## src/oscx_params.svh

```systemverilog
`ifndef OSCX_PARAMS_SVH
`define OSCX_PARAMS_SVH
// Behaviour
// Oscillator-ready rising edge sets the ready flag; flag and enable raise the interrupt.
// Writing one clears the ready flag; writing zero leaves it alone.
// Status bits 31:18 and control bits 5:3 read zero; software writes zero.
// Status 17/16/15 report PLL lock timeout, lock fall and lock rise.
// Status 11 is one while brown-out settings synchronisation is busy.
// Status 10 is one when the brown-out detector sees low I/O supply.
// Status 9 is one when the brown-out detector is ready.
// Status 8 is one when the FLL reference clock has stopped.
// Status 7 and 6 report FLL coarse lock and fine lock.
// Status 5 is one when the FLL reports out of bounds.
// Status 4 mirrors the FLL synchronisation status level.
// Status 3..0 report 8 MHz RC, 32 kHz RC, 32 kHz crystal, crystal ready.
// Control 15:12 picks a startup of 2**n ultra-low-power 32 kHz clock cycles.
// After startup count, wait 3 oscillator clock cycles before ready.
// Control bit 11 enables automatic amplitude gain control.
// Gain field 10:8 levels 0..4; ignored while automatic gain is on.
// On-demand bit 7 runs oscillator only on request; resets to one.
// In standby the oscillator stops unless run-in-standby bit 6 is set.
// Control bit 2 selects crystal across pads or external clock on input pad.
// Control bit 1 enables the oscillator and starts the startup count.
// Ready falls whenever the oscillator is stopped, so restarts rise afresh.

// Register byte offsets
`define OSCX_IRQ_ENABLE_OFS 8'h00
`define OSCX_IRQ_FLAG_OFS 8'h08
`define OSCX_STATUS_OFS 8'h0C
`define OSCX_CTRL_OFS 8'h10

// Control register fields
`define OSCX_CTRL_RESET 16'h0080
`define OSCX_CTRL_WMASK 16'hFFC6
`define OSCX_STARTUP_HI 15
`define OSCX_STARTUP_LO 12
`define OSCX_AUTO_GAIN_BIT 11
`define OSCX_GAIN_HI 10
`define OSCX_GAIN_LO 8
`define OSCX_ON_REQUEST_BIT 7
`define OSCX_KEEP_SLEEP_BIT 6
`define OSCX_PAD_SEL_BIT 2
`define OSCX_ENABLE_BIT 1

// Status register fields
`define OSCX_STATUS_TOP 17
`define OSCX_PLL_LO 15
`define OSCX_LEVELS_TOP 11
`define OSCX_XTAL_READY_BIT 0

// Oscillator clock cycles between startup expiry and ready
`define OSCX_SYNC_CYCLES 2'h3
`endif

```

## src/oscx_pkg.sv

```systemverilog
package oscx_pkg;
   // Oscillator sequencing states
   typedef enum logic [1:0]
   {
      OSCX_OFF,
      OSCX_STARTUP,
      OSCX_SYNC,
      OSCX_READY
   } oscx_state_t;
endpackage

```

## src/oscx_xtal_ctrl.sv

```systemverilog
// The APB interface to the registers was chosen for this implementation.
`include "oscx_params.svh"

module oscx_xtal_ctrl
#(
   parameter int ADDR_WIDTH = 8,
   parameter int STARTUP_WIDTH = 16
)
(
   input wire logic clock_in,
   input wire logic reset_n_in,
   // APB slave
   input wire logic psel_in,
   input wire logic penable_in,
   input wire logic pwrite_in,
   input wire logic [ADDR_WIDTH-1:0] paddr_in,
   input wire logic [31:0] pwdata_in,
   output logic [31:0] prdata_out,
   output logic pready_out,
   output logic pslverr_out,
   // Live status levels from other clock domains
   input wire logic pll_lock_timeout_in,
   input wire logic pll_lock_fall_in,
   input wire logic pll_lock_rise_in,
   input wire logic brownout_sync_busy_in,
   input wire logic brownout_detected_in,
   input wire logic brownout_ready_in,
   input wire logic fll_ref_stopped_in,
   input wire logic fll_coarse_lock_in,
   input wire logic fll_fine_lock_in,
   input wire logic fll_out_of_bounds_in,
   input wire logic fll_sync_status_in,
   input wire logic rc8m_ready_in,
   input wire logic rc32k_ready_in,
   input wire logic xtal32k_ready_in,
   // Oscillator environment
   input wire logic ultra_low_power_32k_clock_in,
   input wire logic osc_clock_in,
   input wire logic periph_request_in,
   input wire logic standby_in,
   // Analogue oscillator controls and interrupt
   output logic osc_run_out,
   output logic auto_amplitude_gain_out,
   output logic [2:0] osc_gain_out,
   output logic crystal_pad_select_out,
   output logic irq_out
);

   ////////////////////////////////////////////////////////////////////////////
   // Input synchronisers

   localparam int NSYNC = 18;
   localparam int I_ULP = 14;
   localparam int I_OSC = 15;
   localparam int I_REQ = 16;
   localparam int I_STBY = 17;

   logic [NSYNC-1:0] async_in;
   logic [NSYNC-1:0] sync1_ff;
   logic [NSYNC-1:0] sync2_ff;
   logic [NSYNC-1:0] nxt_sync1;
   logic [NSYNC-1:0] nxt_sync2;

   // Status levels occupy indices 13..0 in their status bit order
   assign async_in = {standby_in, periph_request_in, osc_clock_in, ultra_low_power_32k_clock_in,
                      pll_lock_timeout_in, pll_lock_fall_in, pll_lock_rise_in,
                      brownout_sync_busy_in, brownout_detected_in, brownout_ready_in,
                      fll_ref_stopped_in, fll_coarse_lock_in, fll_fine_lock_in,
                      fll_out_of_bounds_in, fll_sync_status_in,
                      rc8m_ready_in, rc32k_ready_in, xtal32k_ready_in};

   // Two flops per bit; only the second stage is read by logic
   generate
      for (genvar i = 0; i < NSYNC; i++)
      begin : g_sync
         always_comb
         begin
            nxt_sync1[i] = async_in[i];
            nxt_sync2[i] = sync1_ff[i];
         end

         always_ff @(posedge clock_in or negedge reset_n_in)
         begin
            if (!reset_n_in)
            begin
               sync1_ff[i] <= 1'b0;
               sync2_ff[i] <= 1'b0;
            end
            else
            begin
               sync1_ff[i] <= nxt_sync1[i];
               sync2_ff[i] <= nxt_sync2[i];
            end
         end
      end
   endgenerate

   ////////////////////////////////////////////////////////////////////////////
   // Slow clock edge enables

   logic ulp_prev_ff;
   logic osc_prev_ff;
   logic ulp_tick;
   logic osc_tick;

   // The slow clocks are sampled, so each rising edge becomes a one-cycle enable
   assign ulp_tick = sync2_ff[I_ULP] & ~ulp_prev_ff;
   assign osc_tick = sync2_ff[I_OSC] & ~osc_prev_ff;

   always_ff @(posedge clock_in or negedge reset_n_in)
   begin
      if (!reset_n_in)
      begin
         ulp_prev_ff <= 1'b0;
         osc_prev_ff <= 1'b0;
      end
      else
      begin
         ulp_prev_ff <= sync2_ff[I_ULP];
         osc_prev_ff <= sync2_ff[I_OSC];
      end
   end

   ////////////////////////////////////////////////////////////////////////////
   // APB register file

   logic [15:0] ctrl_ff;
   logic [15:0] nxt_ctrl;
   logic irq_enable_ff;
   logic nxt_irq_enable;
   logic irq_flag_ff;
   logic nxt_irq_flag;
   logic [31:0] prdata_ff;
   logic [31:0] nxt_prdata;
   logic pslverr_ff;
   logic nxt_pslverr;
   logic [31:0] status_word;
   logic xtal_ready_ff;
   logic nxt_xtal_ready;
   logic setup_phase;
   logic wr_access;
   logic hit;
   logic [7:0] addr8;

   assign addr8 = 8'(paddr_in);
   assign setup_phase = psel_in & ~penable_in;
   assign wr_access = psel_in & penable_in & pwrite_in;
   assign hit = (addr8 == `OSCX_IRQ_ENABLE_OFS) || (addr8 == `OSCX_IRQ_FLAG_OFS) ||
                (addr8 == `OSCX_STATUS_OFS) || (addr8 == `OSCX_CTRL_OFS);

   // Live status; reserved upper bits stay zero
   always_comb
   begin
      status_word = 32'h00000000;
      status_word[`OSCX_STATUS_TOP:`OSCX_PLL_LO] = sync2_ff[13:11];
      status_word[`OSCX_LEVELS_TOP:1] = sync2_ff[10:0];
      status_word[`OSCX_XTAL_READY_BIT] = xtal_ready_ff;
   end

   // Read data is captured in the setup cycle so it leaves a flop; zero wait states
   always_comb
   begin
      nxt_prdata = prdata_ff;
      nxt_pslverr = pslverr_ff;
      if (setup_phase)
      begin
         nxt_pslverr = ~hit;
         if (pwrite_in)
         begin
            nxt_prdata = 32'h00000000;
         end
         else if (addr8 == `OSCX_IRQ_ENABLE_OFS)
         begin
            nxt_prdata = {31'h00000000, irq_enable_ff};
         end
         else if (addr8 == `OSCX_IRQ_FLAG_OFS)
         begin
            nxt_prdata = {31'h00000000, irq_flag_ff};
         end
         else if (addr8 == `OSCX_STATUS_OFS)
         begin
            nxt_prdata = status_word;
         end
         else if (addr8 == `OSCX_CTRL_OFS)
         begin
            nxt_prdata = {16'h0000, ctrl_ff};
         end
         else
         begin
            nxt_prdata = 32'h00000000;
         end
      end
   end

   // Writes land at the access edge; reserved control bits are masked off
   always_comb
   begin
      nxt_ctrl = ctrl_ff;
      nxt_irq_enable = irq_enable_ff;
      if (wr_access)
      begin
         if (addr8 == `OSCX_IRQ_ENABLE_OFS)
         begin
            nxt_irq_enable = pwdata_in[0];
         end
         else if (addr8 == `OSCX_CTRL_OFS)
         begin
            nxt_ctrl = pwdata_in[15:0] & `OSCX_CTRL_WMASK;
         end
      end
   end

   // Ready flag: a rising edge of ready beats a same-cycle write-one clear
   always_comb
   begin
      nxt_irq_flag = irq_flag_ff;
      if (wr_access && (addr8 == `OSCX_IRQ_FLAG_OFS) && pwdata_in[0])
      begin
         nxt_irq_flag = 1'b0;
      end
      if (nxt_xtal_ready && !xtal_ready_ff)
      begin
         nxt_irq_flag = 1'b1;
      end
   end

   always_ff @(posedge clock_in or negedge reset_n_in)
   begin
      if (!reset_n_in)
      begin
         ctrl_ff <= `OSCX_CTRL_RESET;
         irq_enable_ff <= 1'b0;
         irq_flag_ff <= 1'b0;
         prdata_ff <= 32'h00000000;
         pslverr_ff <= 1'b0;
      end
      else
      begin
         ctrl_ff <= nxt_ctrl;
         irq_enable_ff <= nxt_irq_enable;
         irq_flag_ff <= nxt_irq_flag;
         prdata_ff <= nxt_prdata;
         pslverr_ff <= nxt_pslverr;
      end
   end

   assign prdata_out = prdata_ff;
   assign pslverr_out = pslverr_ff;
   assign pready_out = 1'b1;
   assign irq_out = irq_flag_ff & irq_enable_ff;

   ////////////////////////////////////////////////////////////////////////////
   // Oscillator run decision and startup sequencing

   logic osc_run;
   logic [STARTUP_WIDTH-1:0] count_ff;
   logic [STARTUP_WIDTH-1:0] nxt_count;
   logic [1:0] sync_cnt_ff;
   logic [1:0] nxt_sync_cnt;
   oscx_pkg::oscx_state_t state_ff;
   oscx_pkg::oscx_state_t nxt_state;

   // Enable, then on-request gating, then standby gating
   always_comb
   begin
      osc_run = ctrl_ff[`OSCX_ENABLE_BIT];
      if (ctrl_ff[`OSCX_ON_REQUEST_BIT] && !sync2_ff[I_REQ])
      begin
         osc_run = 1'b0;
      end
      if (sync2_ff[I_STBY] && !ctrl_ff[`OSCX_KEEP_SLEEP_BIT])
      begin
         osc_run = 1'b0;
      end
   end

   // Startup counts 2**n slow ticks, then 3 oscillator edges, then ready
   always_comb
   begin
      nxt_state = state_ff;
      nxt_count = count_ff;
      nxt_sync_cnt = sync_cnt_ff;
      nxt_xtal_ready = 1'b0;
      if (!osc_run)
      begin
         nxt_state = oscx_pkg::OSCX_OFF;
      end
      else
      begin
         case (state_ff)
            oscx_pkg::OSCX_OFF:
            begin
               nxt_state = oscx_pkg::OSCX_STARTUP;
               nxt_count = STARTUP_WIDTH'(1) << ctrl_ff[`OSCX_STARTUP_HI:`OSCX_STARTUP_LO];
            end
            oscx_pkg::OSCX_STARTUP:
            begin
               if (ulp_tick)
               begin
                  nxt_count = count_ff - STARTUP_WIDTH'(1);
                  if (count_ff == STARTUP_WIDTH'(1))
                  begin
                     nxt_state = oscx_pkg::OSCX_SYNC;
                     nxt_sync_cnt = `OSCX_SYNC_CYCLES;
                  end
               end
            end
            oscx_pkg::OSCX_SYNC:
            begin
               if (osc_tick)
               begin
                  nxt_sync_cnt = sync_cnt_ff - 2'h1;
                  if (sync_cnt_ff == 2'h1)
                  begin
                     nxt_state = oscx_pkg::OSCX_READY;
                     nxt_xtal_ready = 1'b1;
                  end
               end
            end
            default:
            begin
               nxt_xtal_ready = 1'b1;
            end
         endcase
      end
   end

   always_ff @(posedge clock_in or negedge reset_n_in)
   begin
      if (!reset_n_in)
      begin
         state_ff <= oscx_pkg::OSCX_OFF;
         count_ff <= '0;
         sync_cnt_ff <= 2'h0;
         xtal_ready_ff <= 1'b0;
      end
      else
      begin
         state_ff <= nxt_state;
         count_ff <= nxt_count;
         sync_cnt_ff <= nxt_sync_cnt;
         xtal_ready_ff <= nxt_xtal_ready;
      end
   end

   // Analogue controls; the gain field is stored but the oscillator ignores it under auto gain
   assign osc_run_out = osc_run;
   assign auto_amplitude_gain_out = ctrl_ff[`OSCX_AUTO_GAIN_BIT];
   assign osc_gain_out = ctrl_ff[`OSCX_GAIN_HI:`OSCX_GAIN_LO];
   assign crystal_pad_select_out = ctrl_ff[`OSCX_PAD_SEL_BIT];
endmodule

```

## config.mk

```make
export PLATFORM = sky130hd
export DESIGN_NAME = oscx_xtal_ctrl
export DESIGN_NICKNAME = d
export VERILOG_FILES = /design/src/oscx_pkg.sv /design/src/oscx_xtal_ctrl.sv
export VERILOG_INCLUDE_DIRS = /design/src
export SDC_FILE = /design/constraint.sdc
export NUM_CORES = 1
export LEC_CHECK = 0
export ABC_AREA = 1
export BUFFER_PORTS_ARGS = -buffer_cell sky130_fd_sc_hd__buf_2
export CAP_MARGIN = 30
export CELL_PAD_IN_SITES_DETAIL_PLACEMENT = 0
export CELL_PAD_IN_SITES_GLOBAL_PLACEMENT = 2
export CORE_MARGIN = 3
export CORE_UTILIZATION = 34
export DETAILED_ROUTE_END_ITERATION = 10
export GPL_ROUTABILITY_DRIVEN = 1
export PLACE_DENSITY = 0.91
export RECOVER_POWER = 50
export SKIP_CTS_REPAIR_TIMING = 1
export SYNTH_ARGS = -nofsm -noshare
export SYNTH_HDL_FRONTEND = slang
export SYNTH_SLANG_ARGS = --single-unit
```

## constraint.sdc

```tcl
create_clock -name clock_in -period 3.2 [get_ports clock_in]
set_clock_uncertainty 0.05 [all_clocks]
set_input_delay 0.32 -clock clock_in [delete_from_list [all_inputs] [get_ports clock_in]]
set_output_delay 0.32 -clock clock_in [all_outputs]
set_load 0.1 [all_outputs]
```

After elaboration in Yosys (flattened, before gate mapping):

Index checks and enable logic that the tools add are counted.
W data, S select, Z words.

* register bits: 106
* input bits: 63
* output and inout port bits: 41
* word-level logic and storage cells: 123

* add/subtract/negate cells: 2
* eq/ne operators: 15
* shifts and indexed selects: 1
* multiplexer cells: 25
* bitwise logic cells: 11
* reduce and logical (&&, ||, !) cells: 22

Operator list (count)
* $mux W18: 4
* $mux W16: 2
* $pmux W16 S2: 1
* $eq A16 B1 Y1 const B: 1
* $eq A8 B4 Y1 const B: 2
* $mux W2: 8
* $shl A1 B4 Y16 const A: 1
* $sub A16 B1 Y16 const B: 1
* $ne A3 B3 Y1 const B: 4
* $reduce_and A5 Y1: 2
* $eq A8 B5 Y1 const B: 1
* $logic_not A8 Y1: 1
* $mux W1: 7
* $and A1 B1 Y1: 6
* $ne A2 B2 Y1 const B: 3
* $pmux W2 S3: 1
* $reduce_and A3 Y1: 2
* $reduce_bool A2 Y1: 3
* $logic_and A1 B1 Y1: 5
* $not A1 Y1: 5
* $eq A2 B1 Y1 const B: 2
* $ne A4 B1 Y1 const B: 1
* $pmux W2 S2: 1
* $logic_not A1 Y1: 3
* other kinds (7): 9

Depth between registers and ports, before layout:

* word-level depth: 7
* depth in mapped cells: 10
* gate-level depth less buffers: 10

Worst setup path after synthesis:

No wires, ideal clock.

* kind: reg-to-reg
* start: register ctrl_ff[6]
* end: register count_ff[7]
* setup time: 0.123 ns
* arrival: 1.413 ns
* required time: 3.027 ns
* setup slack: 1.614 ns
* stages on the path, launching flop included: 9
* path buffers: 1
* period minus slack after synthesis: 1.586 ns
* cells stage by stage: dfrtp_1 inv_1 nand2_1 nand3_2 inv_2 nand2_4 buf_6 o21ai_0 nand2_1

* cells in the longest elaborated chain, start to end: 4

Ends and longest elaborated chain
* start, declared: line oscx_xtal_ctrl.sv:127 `logic [15:0] ctrl_ff;`
* start signal, assigned: line oscx_xtal_ctrl.sv:231 `` ctrl_ff <= `OSCX_CTRL_RESET; ``
* start signal, assigned: line oscx_xtal_ctrl.sv:239 `ctrl_ff <= nxt_ctrl;`
* $logic_not A1 Y1: line oscx_xtal_ctrl.sv:271 `` if (sync2_ff[I_STBY] && !ctrl_ff[`OSCX_KEEP_SLEEP_BIT]) ``
* $logic_and A1 B1 Y1: line oscx_xtal_ctrl.sv:271
* $mux W1: line oscx_xtal_ctrl.sv:271
* named net osc_run_out: line oscx_xtal_ctrl.sv:42 `output logic osc_run_out,`
* $reduce_and A3 Y1 (no source line)
* end signal, assigned: line oscx_xtal_ctrl.sv:340 `count_ff <= nxt_count;`
* end, declared: line oscx_xtal_ctrl.sv:256 `logic [STARTUP_WIDTH-1:0] count_ff;`

The timed path passes the listed nets, and every way through them passes these cells.
A chain may end at the register's enable or synchronous reset.

Final worst setup path:

* start: register ctrl_ff[6]
* end: output osc_run_out

* cells in the longest elaborated chain, start to end: 3

Ends and longest elaborated chain (line)
* $logic_not A1 Y1: oscx_xtal_ctrl.sv:271
* $logic_and A1 B1 Y1: oscx_xtal_ctrl.sv:271
* $mux W1: oscx_xtal_ctrl.sv:271
* end, declared: oscx_xtal_ctrl.sv:42

Every way passes these cells.

==> flow_metrics.tcl <==
set metrics [dict create \
    status "finished with violations" \
    violations "capacitance limit, slew limit" \
    hold_path_depth 1 \
    cts_sinks 92 \
    max_slew_margin_pct -14.71 \
    yosysWarnings 0 \
    drt_iter0_drc 142 \
    seqPwrFrac_pct 39.3 \
    mostFrequentLayoutCell "nand2_1" \
    antenna_found_initial 0 \
    fillCellCount 1197 \
    netSwitchingPower_w 0.001379 \
    cp.required_ns 2.83 \
    io_pins 104 \
    fin_tns_setup_ns 0 \
    synth_edf_count 0 \
    start_util_pct 35.34 \
    mostFrequentLayoutCells "93 x nand2_1, 91 x dfrtp_1, 68 x buf_2" \
    gp_congestion 0.7806 \
    multiInputGateArea_sq_um 1604 \
    die_w_um 118.4 \
    cts_tree "yes" \
    ys.flop_type "dfrtp_1" \
    reg2reg_depth 8 \
    comb_power_share_pct 30.7 \
    start_kind "flop" \
    p_int_w 0.002193 \
    via_per_inst 4.588 \
    routed_wl_um 9835 \
    route.detailed.drc 0 \
    worstSetupPathType "flop to output port" \
    synth_seq_cells 92 \
    grt_pass1_wl_um 16370 \
    core-area_sq_um 12160 \
    syn2layout_area_growth_pct 16.56 \
    setup_viol 0 \
    htree_levels 3 \
    synth_top_area_share_pct 52.98 \
    syn_inst 489 \
    ant_nets 0 \
    rsz0062_at_grt "false" \
    worstPathMaxFanout 4 \
    dr.pass1.iters 4 \
    slew_viol_final 70 \
    grt_max_degree 70 \
    fin_nets 626 \
    grt_usage_pct 14.42 \
    first_global_vias 3313 \
    synth_area_leaders "dfrtp_1 53%, nand2_1 8.1%, nor2_1 5.2%" \
    synth-async-reset-ratio_pct 100.0 \
    power_w 0.003572 \
    worstSkewPairLatency_ns 0.35 \
    seq_area_sq_um 2303 \
    avgSynthCellArea_sq_um 8.789 \
    dieArea_sq_um 14030 \
    fin_crit_ns 1.907 \
    hold_viol_final 0 \
    ir_worst_vdd_mv 0.3383 \
    leakage_nw 2.608 \
    num_rows 40 \
    cp.arrival_ns 1.54 \
    dp_hpwl_um 7287 \
    port_buffers 69 \
    cap_violations 1 \
    crit_path_end_kind "output port" \
    synth_cell_types 39 \
    num_vias 3345 \
    post-route-util_pct 41.19 \
    cts_inserted_buffers 9 \
    die_h_um 118.4 \
    worst_pin_slew_ns 1.721 \
    yosys.area.top_type "dfrtp_1" \
    powerDensity_nw_per_um2 712.9 \
    clockPowerShare_pct 30.0 \
    wl_per_cell_um 13.49 \
    grt_overflow 0 \
    worst_hold_path_type "input port to flop" \
    diodes 0 \
    p_sw_share_pct 38.61 \
    root_buffer "clkbuf_16" \
    ys_seq_area_share_pct 53.60 \
    drive_gt1_share_pct 21.21 \
    clk_pin_slew_worst_paths_ns 0.08 \
    clk_path_buf_depth 2 \
    fin_crit_sh_pct 59.60 \
    fmax_mhz 524.3 \
    syn_area_sq_um 4298 \
]
## synth_stat cells, types with 4 or more instances
cell / count
a21oi_1: 14
nor2_1: 59
inv_1: 51
dfrtp_1: 91
ha_1: 7
buf_4: 22
nand3_1: 43
nor2_2: 4
nand2_1: 93
o21ai_1: 14
nand4_1: 11
nor3_1: 7
o21ai_0: 25
a21oi_2: 5
## path summary, 6_finish.rpt
check                               endpoint         startpoint  slack [ns]
worst max register to register   count_ff[5]        state_ff[1]        1.34
worst min-delay path            nxt_sync2[8]  brownout_ready_in        0.02
worst max-delay path             osc_run_out         ctrl_ff[6]        1.29
worst min register to register  sync2_ff[15]      nxt_sync2[15]        0.30
min in group asynchronous        count_ff[3]         reset_n_in        0.36
max in group asynchronous         ctrl_ff[7]         reset_n_in        1.64
## power by group through the flow
| stage | sequential, W | combinational, W | clock, W |
|---|---|---|---|
| after floorplan | 0.00141 | 0.000869 | 0 |
| after global placement | 0.00142 | 0.00108 | 0 |
| after detailed placement | 0.00143 | 0.00109 | 0 |
| after CTS | 0.00140 | 0.00110 | 0.00109 |
| after global routing | 0.00143 | 0.00126 | 0.00114 |
| final | 0.00140 | 0.00110 | 0.00107 |
## sequential cells by signal, indices dropped and copies added, names as in the netlist
register / count
count_ff: 16
ctrl_ff: 12
irq_enable_ff: 1
irq_flag_ff: 1
nxt_sync2: 18
osc_prev_ff: 1
prdata_out: 18
pslverr_out: 1
state_ff: 2
status_word: 14
sync2_ff: 4
sync_cnt_ff: 2
ulp_prev_ff: 1
xtal_ready_ff: 1
## final cells by class
class / count / area share (%)
clock buffer: 10 / 4.770
clock inverter: 6 / 1.199
inverter: 56 / 4.346
multi-input combinational: 324 / 32.02
sequential: 92 / 45.98
tap: 168 / 4.196
timing repair buffer: 73 / 7.493
## logic make-up after synthesis
group / count (synthesis) / share of synthesized area (%)
simple gates: 235 / 25.24
other cells: 2 / 0.1747
fa+ha+maj: 7 / 2.038
buf+inv: 86 / 10.22
flops: 92 / 53.60
compound gates: 67 / 8.734
## per-stage QoR
step | instance area, sq um | instances | setup slack, ns | hold slack [ns]
after floorplan | 4347 | 502 | 1.614 | -0.02559
after global placement | 4713 | 713 | 1.348 | 0.2824
after detailed placement | 4713 | 713 | 1.320 | 0.2847
after CTS | 5012 | 729 | 1.255 | 0.01246
after global routing | 5010 | 729 | 1.072 | 0.009303
final | 5010 | 729 | 1.293 | 0.02222
## metal layers
| metal | share of wire (%) | GRT usage (%) | up-vias |
|---|---|---|---|
| met5 | 0 | 0 | - |
| li1 | - | - | 1673 |
| met3 | 4.5 | 3.493 | 11 |
| met2 | 48 | 23.79 | 91 |
| met1 | 46 | 18.78 | 1570 |
| met4 | 1.0 | 4.490 | 0 |
## worst max-delay path: stages, from the launching register on
cell and delay, ns:
dfrtp_1 0.33, inv_1 0.11, nand2_1 0.10, nand3_2 0.11
inv_2 0.12, buf_2 0.44
(Power assumes the default switching activity.)
